$ cat src/pkg/crlsu_cfg.svh
// constants for the coherent read line state update block
// assumes inclusion by the package and both ends of the link
`ifndef CRLSU_CFG_SVH
`define CRLSU_CFG_SVH

// read response field: bit 3 shared, bit 2 dirty handed over
`define CRLSU_RESP_W 4
`define CRLSU_RESP_SHARED_BIT 3
`define CRLSU_RESP_DIRTY_BIT 2
`define CRLSU_RESP_LOW_VALUE 2'h0

// transaction codes on the request channel
`define CRLSU_OP_W 2
`define CRLSU_OP_NSD 2'h0
`define CRLSU_OP_SHR 2'h1
`define CRLSU_OP_UNQ 2'h2

// line state codes and width of a legal end state mask
`define CRLSU_ST_W 3
`define CRLSU_ST_RESET 3'h0
`define CRLSU_MASK_W 5

`endif

$ cat src/pkg/crlsu_pkg.sv
// types shared by both ends of the coherent read link
// assumes crlsu_cfg.svh is on the include path
`include "crlsu_cfg.svh"

package crlsu_pkg;

	// five line states, code doubles as legal mask index
	typedef enum logic [`CRLSU_ST_W-1:0] {
		CRLSU_I = 3'b000,
		CRLSU_UC = 3'b001,
		CRLSU_UD = 3'b010,
		CRLSU_SC = 3'b011,
		CRLSU_SD = 3'b100
	} crlsu_line_e;

	typedef enum logic [`CRLSU_OP_W-1:0] {
		CRLSU_RD_NSD = 2'b00,
		CRLSU_RD_SHR = 2'b01,
		CRLSU_RD_UNQ = 2'b10
	} crlsu_op_e;

	typedef logic [`CRLSU_RESP_W-1:0] crlsu_resp_t;
	typedef logic [`CRLSU_MASK_W-1:0] crlsu_mask_t;

endpackage : crlsu_pkg

$ cat src/pkg/crlsu_if.sv
// request and read response channel between cached master and interconnect
// assumes one clock shared by both ends; the testbench instantiates it
`timescale 1ns/1ps

interface crlsu_if (
	input wire logic ref_clk,
	input wire logic reset
);
	import crlsu_pkg::*;

	logic ar_valid;
	logic ar_ready;
	crlsu_op_e ar_op;
	logic r_valid;
	logic r_ready;
	crlsu_resp_t r_resp;

	modport master (
		input ref_clk,
		input reset,
		output ar_valid,
		input ar_ready,
		output ar_op,
		input r_valid,
		output r_ready,
		input r_resp
	);

	modport icn (
		input ref_clk,
		input reset,
		input ar_valid,
		output ar_ready,
		input ar_op,
		output r_valid,
		input r_ready,
		output r_resp
	);

endinterface : crlsu_if

$ cat src/verilog/crlsu_master.sv
// cached master end: issues coherent reads and applies the answer to one line
// assumes the interconnect end on the same clock; snoop and store come from
// the cache controller on this clock as well
`timescale 1ns/1ps

module crlsu_master
	import crlsu_pkg::*;
(
	// link
	crlsu_if.master lnk,
	// configuration
	input wire logic cfg_snoop_filter,
	// read request from the cache controller
	input wire logic req_valid,
	input wire crlsu_op_e req_op,
	input wire logic req_shareable,
	output logic req_ready,
	output logic req_refused,
	// optional choice of a legal end state other than the expected one
	input wire logic alt_en,
	input wire crlsu_line_e alt_state,
	// snoop effect and local store on the same line
	input wire logic snoop_valid,
	input wire crlsu_line_e snoop_state,
	input wire logic store_valid,
	// line state and completion
	output crlsu_line_e line_state,
	output logic done,
	output logic proto_err
);

	typedef enum logic [1:0] {
		CRLSU_M_IDLE = 2'b00,
		CRLSU_M_ADDR = 2'b01,
		CRLSU_M_WAIT = 2'b10
	} crlsu_m_e;

	crlsu_m_e state_reg;
	crlsu_op_e op_reg;
	crlsu_line_e line_reg;
	crlsu_line_e line_next;
	crlsu_line_e start_st;
	crlsu_line_e exp_st;
	crlsu_mask_t legal_mask;
	logic listed;
	logic start_ok;
	logic rsp_shared;
	logic rsp_dirty;
	logic rsp_take;
	logic done_reg;
	logic err_reg;
	logic refused_reg;

	////////////////////////////////////////////////////////////////////////////
	// link handshakes

	assign req_ready = (state_reg == CRLSU_M_IDLE);
	assign lnk.ar_valid = (state_reg == CRLSU_M_ADDR);
	assign lnk.ar_op = op_reg;
	assign lnk.r_ready = (state_reg == CRLSU_M_WAIT);
	assign rsp_take = lnk.r_valid && (state_reg == CRLSU_M_WAIT);
	assign rsp_shared = lnk.r_resp[`CRLSU_RESP_SHARED_BIT];
	assign rsp_dirty = lnk.r_resp[`CRLSU_RESP_DIRTY_BIT];

	assign line_state = line_reg;
	assign done = done_reg;
	assign proto_err = err_reg;
	assign req_refused = refused_reg;

	// a snoop landing in the response cycle is folded in before the answer
	assign start_st = snoop_valid ? snoop_state : line_reg;

	// every one of the five states has rows for all three reads, so only an
	// undefined code or a non-shareable request is refused
	always_comb begin
		case (line_reg)
			CRLSU_I, CRLSU_UC, CRLSU_UD, CRLSU_SC, CRLSU_SD: start_ok = 1'b1;
			default: start_ok = 1'b0;
		endcase
	end

	////////////////////////////////////////////////////////////////////////////
	// transition table

	always_comb begin
		listed = 1'b0;
		exp_st = start_st;
		case ({rsp_shared, rsp_dirty})
			2'b00: begin
				// clean unique: dirty lines stay dirty, clean ones become UC
				listed = 1'b1;
				if (start_st == CRLSU_UD || start_st == CRLSU_SD) begin
					exp_st = CRLSU_UD;
				end else begin
					exp_st = CRLSU_UC;
				end
			end
			2'b01: begin
				// dirty handed over is only listed from I or SC
				listed = (start_st == CRLSU_I || start_st == CRLSU_SC);
				exp_st = CRLSU_UD;
			end
			2'b10: begin
				// a shared answer is not legal for a unique read
				listed = (op_reg != CRLSU_RD_UNQ) && (start_st == CRLSU_I
					|| start_st == CRLSU_SC || start_st == CRLSU_SD);
				exp_st = (start_st == CRLSU_SD) ? CRLSU_SD : CRLSU_SC;
			end
			2'b11: begin
				// shared dirty only for the shared read, from I or SC
				listed = (op_reg == CRLSU_RD_SHR)
					&& (start_st == CRLSU_I || start_st == CRLSU_SC);
				exp_st = CRLSU_SD;
			end
			default: begin
				listed = 1'b0;
			end
		endcase
		if (!start_ok) begin
			listed = 1'b0;
		end
	end

	// legal end states follow the expected state alone; without a snoop
	// filter a clean line may also be dropped to invalid
	always_comb begin
		legal_mask = '0;
		case (exp_st)
			CRLSU_UC: begin
				legal_mask[CRLSU_UC] = 1'b1;
				legal_mask[CRLSU_SC] = 1'b1;
				legal_mask[CRLSU_I] = !cfg_snoop_filter;
			end
			CRLSU_UD: begin
				legal_mask[CRLSU_UD] = 1'b1;
				legal_mask[CRLSU_SD] = 1'b1;
			end
			CRLSU_SC: begin
				legal_mask[CRLSU_SC] = 1'b1;
				legal_mask[CRLSU_I] = !cfg_snoop_filter;
			end
			CRLSU_SD: begin
				legal_mask[CRLSU_SD] = 1'b1;
			end
			default: begin
				legal_mask = '0;
			end
		endcase
	end

	// an unlisted answer leaves the line at its start state
	always_comb begin
		line_next = start_st;
		if (listed) begin
			line_next = exp_st;
			if (alt_en && legal_mask[alt_state]) begin
				line_next = alt_state;
			end
		end
	end

	////////////////////////////////////////////////////////////////////////////
	// request sequencer

	always_ff @(posedge lnk.ref_clk) begin
		if (lnk.reset) begin
			state_reg <= CRLSU_M_IDLE;
		end else begin
			case (state_reg)
				CRLSU_M_IDLE: begin
					if (req_valid && req_shareable && start_ok) begin
						state_reg <= CRLSU_M_ADDR;
					end
				end
				CRLSU_M_ADDR: begin
					if (lnk.ar_ready) begin
						state_reg <= CRLSU_M_WAIT;
					end
				end
				CRLSU_M_WAIT: begin
					if (lnk.r_valid) begin
						state_reg <= CRLSU_M_IDLE;
					end
				end
				default: begin
					state_reg <= CRLSU_M_IDLE;
				end
			endcase
		end
	end

	always_ff @(posedge lnk.ref_clk) begin
		if (lnk.reset) begin
			op_reg <= CRLSU_RD_NSD;
		end else if (state_reg == CRLSU_M_IDLE && req_valid) begin
			op_reg <= req_op;
		end
	end

	always_ff @(posedge lnk.ref_clk) begin
		if (lnk.reset) begin
			refused_reg <= 1'b0;
		end else begin
			refused_reg <= (state_reg == CRLSU_M_IDLE) && req_valid
				&& !(req_shareable && start_ok);
		end
	end

	////////////////////////////////////////////////////////////////////////////
	// line state

	// a store only promotes a unique line and is kept apart from the read
	// completion, so it is taken in idle alone
	always_ff @(posedge lnk.ref_clk) begin
		if (lnk.reset) begin
			line_reg <= crlsu_line_e'(`CRLSU_ST_RESET);
		end else if (rsp_take) begin
			line_reg <= line_next;
		end else if (snoop_valid) begin
			line_reg <= snoop_state;
		end else if (store_valid && state_reg == CRLSU_M_IDLE
			&& (line_reg == CRLSU_UC || line_reg == CRLSU_UD)) begin
			line_reg <= CRLSU_UD;
		end
	end

	always_ff @(posedge lnk.ref_clk) begin
		if (lnk.reset) begin
			done_reg <= 1'b0;
			err_reg <= 1'b0;
		end else begin
			done_reg <= rsp_take;
			err_reg <= rsp_take && !listed;
		end
	end

endmodule : crlsu_master

$ cat src/flat_wrapper.sv
// flat-port wrapper written by rule: the top's interface ports become plain ports
module crlsu_master_flat import crlsu_pkg::*;
  (cfg_snoop_filter, req_valid, req_op, req_shareable, req_ready, req_refused, alt_en, alt_state, snoop_valid, snoop_state, store_valid, line_state, done, proto_err, ref_clk, reset, lnk_ar_valid, lnk_ar_ready, lnk_ar_op, lnk_r_valid, lnk_r_ready, lnk_r_resp);
  crlsu_if lnk_i (.ref_clk(ref_clk), .reset(reset));
  input wire logic cfg_snoop_filter;
  input wire logic req_valid;
  input wire crlsu_op_e req_op;
  input wire logic req_shareable;
  output logic req_ready;
  output logic req_refused;
  input wire logic alt_en;
  input wire crlsu_line_e alt_state;
  input wire logic snoop_valid;
  input wire crlsu_line_e snoop_state;
  input wire logic store_valid;
  output crlsu_line_e line_state;
  output logic done;
  output logic proto_err;
  input wire logic ref_clk;
  input wire logic reset;
  output wire logic [$bits(lnk_i.ar_valid)-1:0] lnk_ar_valid;
  input wire logic [$bits(lnk_i.ar_ready)-1:0] lnk_ar_ready;
  output wire logic [$bits(lnk_i.ar_op)-1:0] lnk_ar_op;
  input wire logic [$bits(lnk_i.r_valid)-1:0] lnk_r_valid;
  output wire logic [$bits(lnk_i.r_ready)-1:0] lnk_r_ready;
  input wire logic [$bits(lnk_i.r_resp)-1:0] lnk_r_resp;
  assign lnk_ar_valid = lnk_i.ar_valid;
  assign lnk_i.ar_ready = lnk_ar_ready;
  assign lnk_ar_op = lnk_i.ar_op;
  assign lnk_i.r_valid = lnk_r_valid;
  assign lnk_r_ready = lnk_i.r_ready;
  assign lnk_i.r_resp = lnk_r_resp;
  crlsu_master u_core (.lnk(lnk_i), .cfg_snoop_filter(cfg_snoop_filter), .req_valid(req_valid), .req_op(req_op), .req_shareable(req_shareable), .req_ready(req_ready), .req_refused(req_refused), .alt_en(alt_en), .alt_state(alt_state), .snoop_valid(snoop_valid), .snoop_state(snoop_state), .store_valid(store_valid), .line_state(line_state), .done(done), .proto_err(proto_err));
endmodule
$ cat config.mk
export PLATFORM = sky130hd
export DESIGN_NAME = crlsu_master_flat
export DESIGN_NICKNAME = d
export VERILOG_FILES = /design/src/pkg/crlsu_pkg.sv /design/src/pkg/crlsu_if.sv /design/src/verilog/crlsu_master.sv /design/src/flat_wrapper.sv
export VERILOG_INCLUDE_DIRS = /design/src /design/src/pkg
export SDC_FILE = /design/constraint.sdc
export NUM_CORES = 1
export LEC_CHECK = 0
export ABC_AREA = 1
export ABC_CLOCK_PERIOD_IN_PS = 2450
export BUFFER_PORTS_ARGS = -buffer_cell sky130_fd_sc_hd__buf_2
export CAP_MARGIN = 5
export CELL_PAD_IN_SITES_DETAIL_PLACEMENT = 1
export CELL_PAD_IN_SITES_GLOBAL_PLACEMENT = 1
export CORE_ASPECT_RATIO = 0.75
export CORE_MARGIN = 2
export CORE_UTILIZATION = 33
export CTS_CLUSTER_SIZE = 30
export DETAILED_ROUTE_END_ITERATION = 7
export PLACE_DENSITY = 0.82
export RECOVER_POWER = 25
export SYNTH_ARGS = -nofsm -noshare
export SYNTH_HDL_FRONTEND = slang
export SYNTH_SLANG_ARGS = --single-unit
$ cat constraint.sdc
create_clock -name ref_clk -period 2.45 [get_ports ref_clk]
set_input_delay 0.49 -clock ref_clk [delete_from_list [all_inputs] [get_ports ref_clk]]
set_output_delay 0.49 -clock ref_clk [all_outputs]
set_load 0.05 [all_outputs]
==> summary.md <==
| Metric | Value |
|---|---|
| Pwr dens | `529 nW/um^2` |
| Max Cap Violations | `0` |
| CTS resizes | `0` |
| Setup TNS | `0 ns` |
| Vias in the first global route | `~850` |
| Power, Total | `roughly 540 uW` |
| Vias per cell | `4.63` |
| Shortest period the worst path allows | `about 1.8 ns` |
| DP Cell Count | `about 190` |
| CTS tree | `done` |
| First-pass GRT wire length | `~3600 um` |
| Crit Path Max Fanout | `6` |
| DRT Pass-1 Iters | `4` |
| Pin slew with the least headroom to its limit | `0.304 ns` |
| H-tree depth | `1` |
| Die Wd | `~61 um` |
| Cell taking the most area after synthesis | `dfxtp_1` |
| WP data required | `about 2.6 ns` |
| Finished Layout Cells | `around 190` |
| Post-synthesis sequential area ratio | `between 20% and 30%` |
| RSZ-0062 raised after global routing | `no` |
| Lkg Pwr | `about 0.54 nW` |
| Post-route DRC | `0` |
| Die Area | `2810 sq um` |
| IO Port Bufs | `30` |
| Synth top area cells | `dfxtp_1 25%, nand2_1 12%, nand3_1 8.2%` |
| Nets | `180` |
| Startpoint types | `flop` |
| Iter 0 DRT Violations | `25` |
| Commonest non-fill, non-tap cell in the layout | `buf_2` |
| Syn nets | `between 100 and 150` |
| Gr ovfl total | `0` |
| HP Start | `lnk_ar_ready` |
| Post-CTS Setup Repair Bufs | `0` |
| Netlist cell types | `23` |
| Reg-to-reg startpoint | `u_core.line_state[0]` |
| Largest net degree at the start of global routing | `10` |
| Global Route Usage Sum | `between 10% and 20%` |
| Most frequent cells in the layout | `30 x buf_2, 27 x nand2_1, 14 x inv_1` |
| Critical path arrival | `between 2 and 2.5 ns` |
| Hold Slack | `roughly 0.42 ns` |
| Avg Cell Area, Syn | `between 6 and 7 sq um` |
| Reg2reg end | `u_core.line_state[2]` |
| Mapped Area | `between 700 and 800 sq um` |
| Peak VDD IR | `0.370 mV` |
| Normalized max-slew margin | `about four fifths` |
| CTS Buffer Depth | `2` |
| Dpl hpwl | `roughly 1800 um` |
| CTS clk-pin slew, worst paths | `0.07 ns` |
| Clk sinks | `10` |
| GP Congestion | `~0.79` |
| Share of layout cells above drive strength 1 | `between 30 and 40%` |
| CTS Buf Count | `3` |
| Diodes inserted | `0` |
| Hold Path End | `u_core.state_reg[0]` |
| Hold path cells | `2` |
| Core area | `approximately 2300 sq um` |
| R2R Setup Slk | `0.61 ns` |
| Period Utilization, post-route | `~75%` |
| Layout area overhead | `28.0%` |
| Cell row count | `15` |
| FILL cells | `332` |
| R2R depth | `17` |
| Fmax achieved | `between 0.5 and 0.6 GHz` |
| Synthesized flop and latch total | `10` |
| Number of flip-flops in the largest register | `3` |
| Root buf cell | `clkbuf_4` |
| Dpl cell area | `978 sq um` |
| Vias | `between 800 and 900` |
| Max-slew violation count | `0` |
| Crit. End Element | `flop` |
| Finished Cell Area | `1010 sq um` |
| Initial antenna violation count | `0` |
| Routed length per instance | `around 11 um` |
| Final hold vios | `0` |
| Post-synth top area share | `about a quarter` |
| IO Count | `33` |
| Setup violations, final | `0` |
| Fin Clk Skew | `roughly 0.0043 ns` |
| Outcome | `finished, final reports clean` |
| Critical path type | `reg2reg` |
| Routed WL | `approximately 2200 um` |
| Clock Latency Late Sink | `between 0.2 and 0.3 ns` |
| DRT antenna net count | `0` |
| Syn. warnings | `0` |
| Hold-fix buffers, CTS | `0` |
| Die height | `roughly 46 um` |
| Initial Util | `between 30% and 40%` |
| Post-Synthesis Cells | `roughly 120` |
| Hold Crit Class | `in2reg` |
-- synthesized netlist by cell type --
master and n:
nand3_1 13, clkbuf_2 1, nor3_1 2, a21oi_1 9, nand2_2 5, nor2_2 1, inv_4 1, o21ai_0 3
a21oi_2 2, o21ai_1 2, inv_1 14, nor2_4 1, inv_2 6, nand4_1 3, nand2_1 26, dfxtp_1 10
nand2_4 4, nor2_1 13, xor2_1 2, a2111oi_0 1, a21boi_0 1, nand3_2 3, a21boi_4 1
-- per-stage QoR --
step | util, % | setup WS, ns
after floorplan | - | 0.530
after global placement | 42.7 | 0.414
after detailed placement | 42.7 | 0.324
after CTS | 44.3 | 0.593
after global routing | 44.2 | 0.410
final | 44.2 | 0.614
-- power breakdown --
| group | internal [mW] | switching [mW] |
|---|---|---|
| registers | 0.173 | 0.0100 |
| clock network | 0.0906 | 0.0645 |
| logic | 0.0600 | 0.137 |
-- layout make-up --
class                      instances  area [sq um]  share of cell area (%)
multi-input combinational         92           502                    49.6
clock buffer                       4          36.3                    3.58
sequential                        10           200                    19.8
tap                               34          42.5                    4.20
timing repair buffer              30           150                    14.8
inverter                          21          81.3                    8.03
-- kinds of logic after synthesis --
family / synth area share (%)
flops: 25.3
compound gates: 15.5
buf+inv: 10.9
simple gates: 46.0
xor+xnor: 2.22
-- worst max-delay path by stage --
stage | start | end | slack (ns) | depth (start not counted)
floorplan | u_core.line_state[1] | u_core.line_state[2] | 0.53 | 14
detailed placement | snoop_valid | u_core.line_state[2] | 0.32 | 16
CTS | u_core.line_state[0] | u_core.line_state[2] | 0.59 | 17
global route | u_core.line_state[0] | u_core.line_state[2] | 0.41 | 17
finish | u_core.line_state[0] | u_core.line_state[2] | 0.61 | 17
global placement | snoop_valid | u_core.line_state[0] | 0.41 | 16
-- worst max-delay path: stages (launching register included) --
cell     delay, ns
dfxtp_1       0.41
inv_2         0.06
nor2_1        0.19
nor2_4        0.09
nand3_2       0.11
nand2_2       0.06
inv_2         0.08
nand2_4       0.06
nand2_1       0.07
nand3_1       0.06
nand2_1       0.08
nand2_2       0.08
nand2_2       0.08
nand2_1       0.06
nand3_1       0.06
nand2_1       0.05
nand2_1       0.08
a21oi_2       0.05
-- routing by layer --
metal | track usage (%) | part of all wire (%) | vias up
met2 | 28.7 | 45 | 23
met3 | 5.90 | 5.7 | 7
met5 | 0 | 0 | -
li1 | - | - | 464
met4 | 5.65 | 1.6 | 0
met1 | 21.1 | 48 | 390
Power figures use the tool's default switching activity.
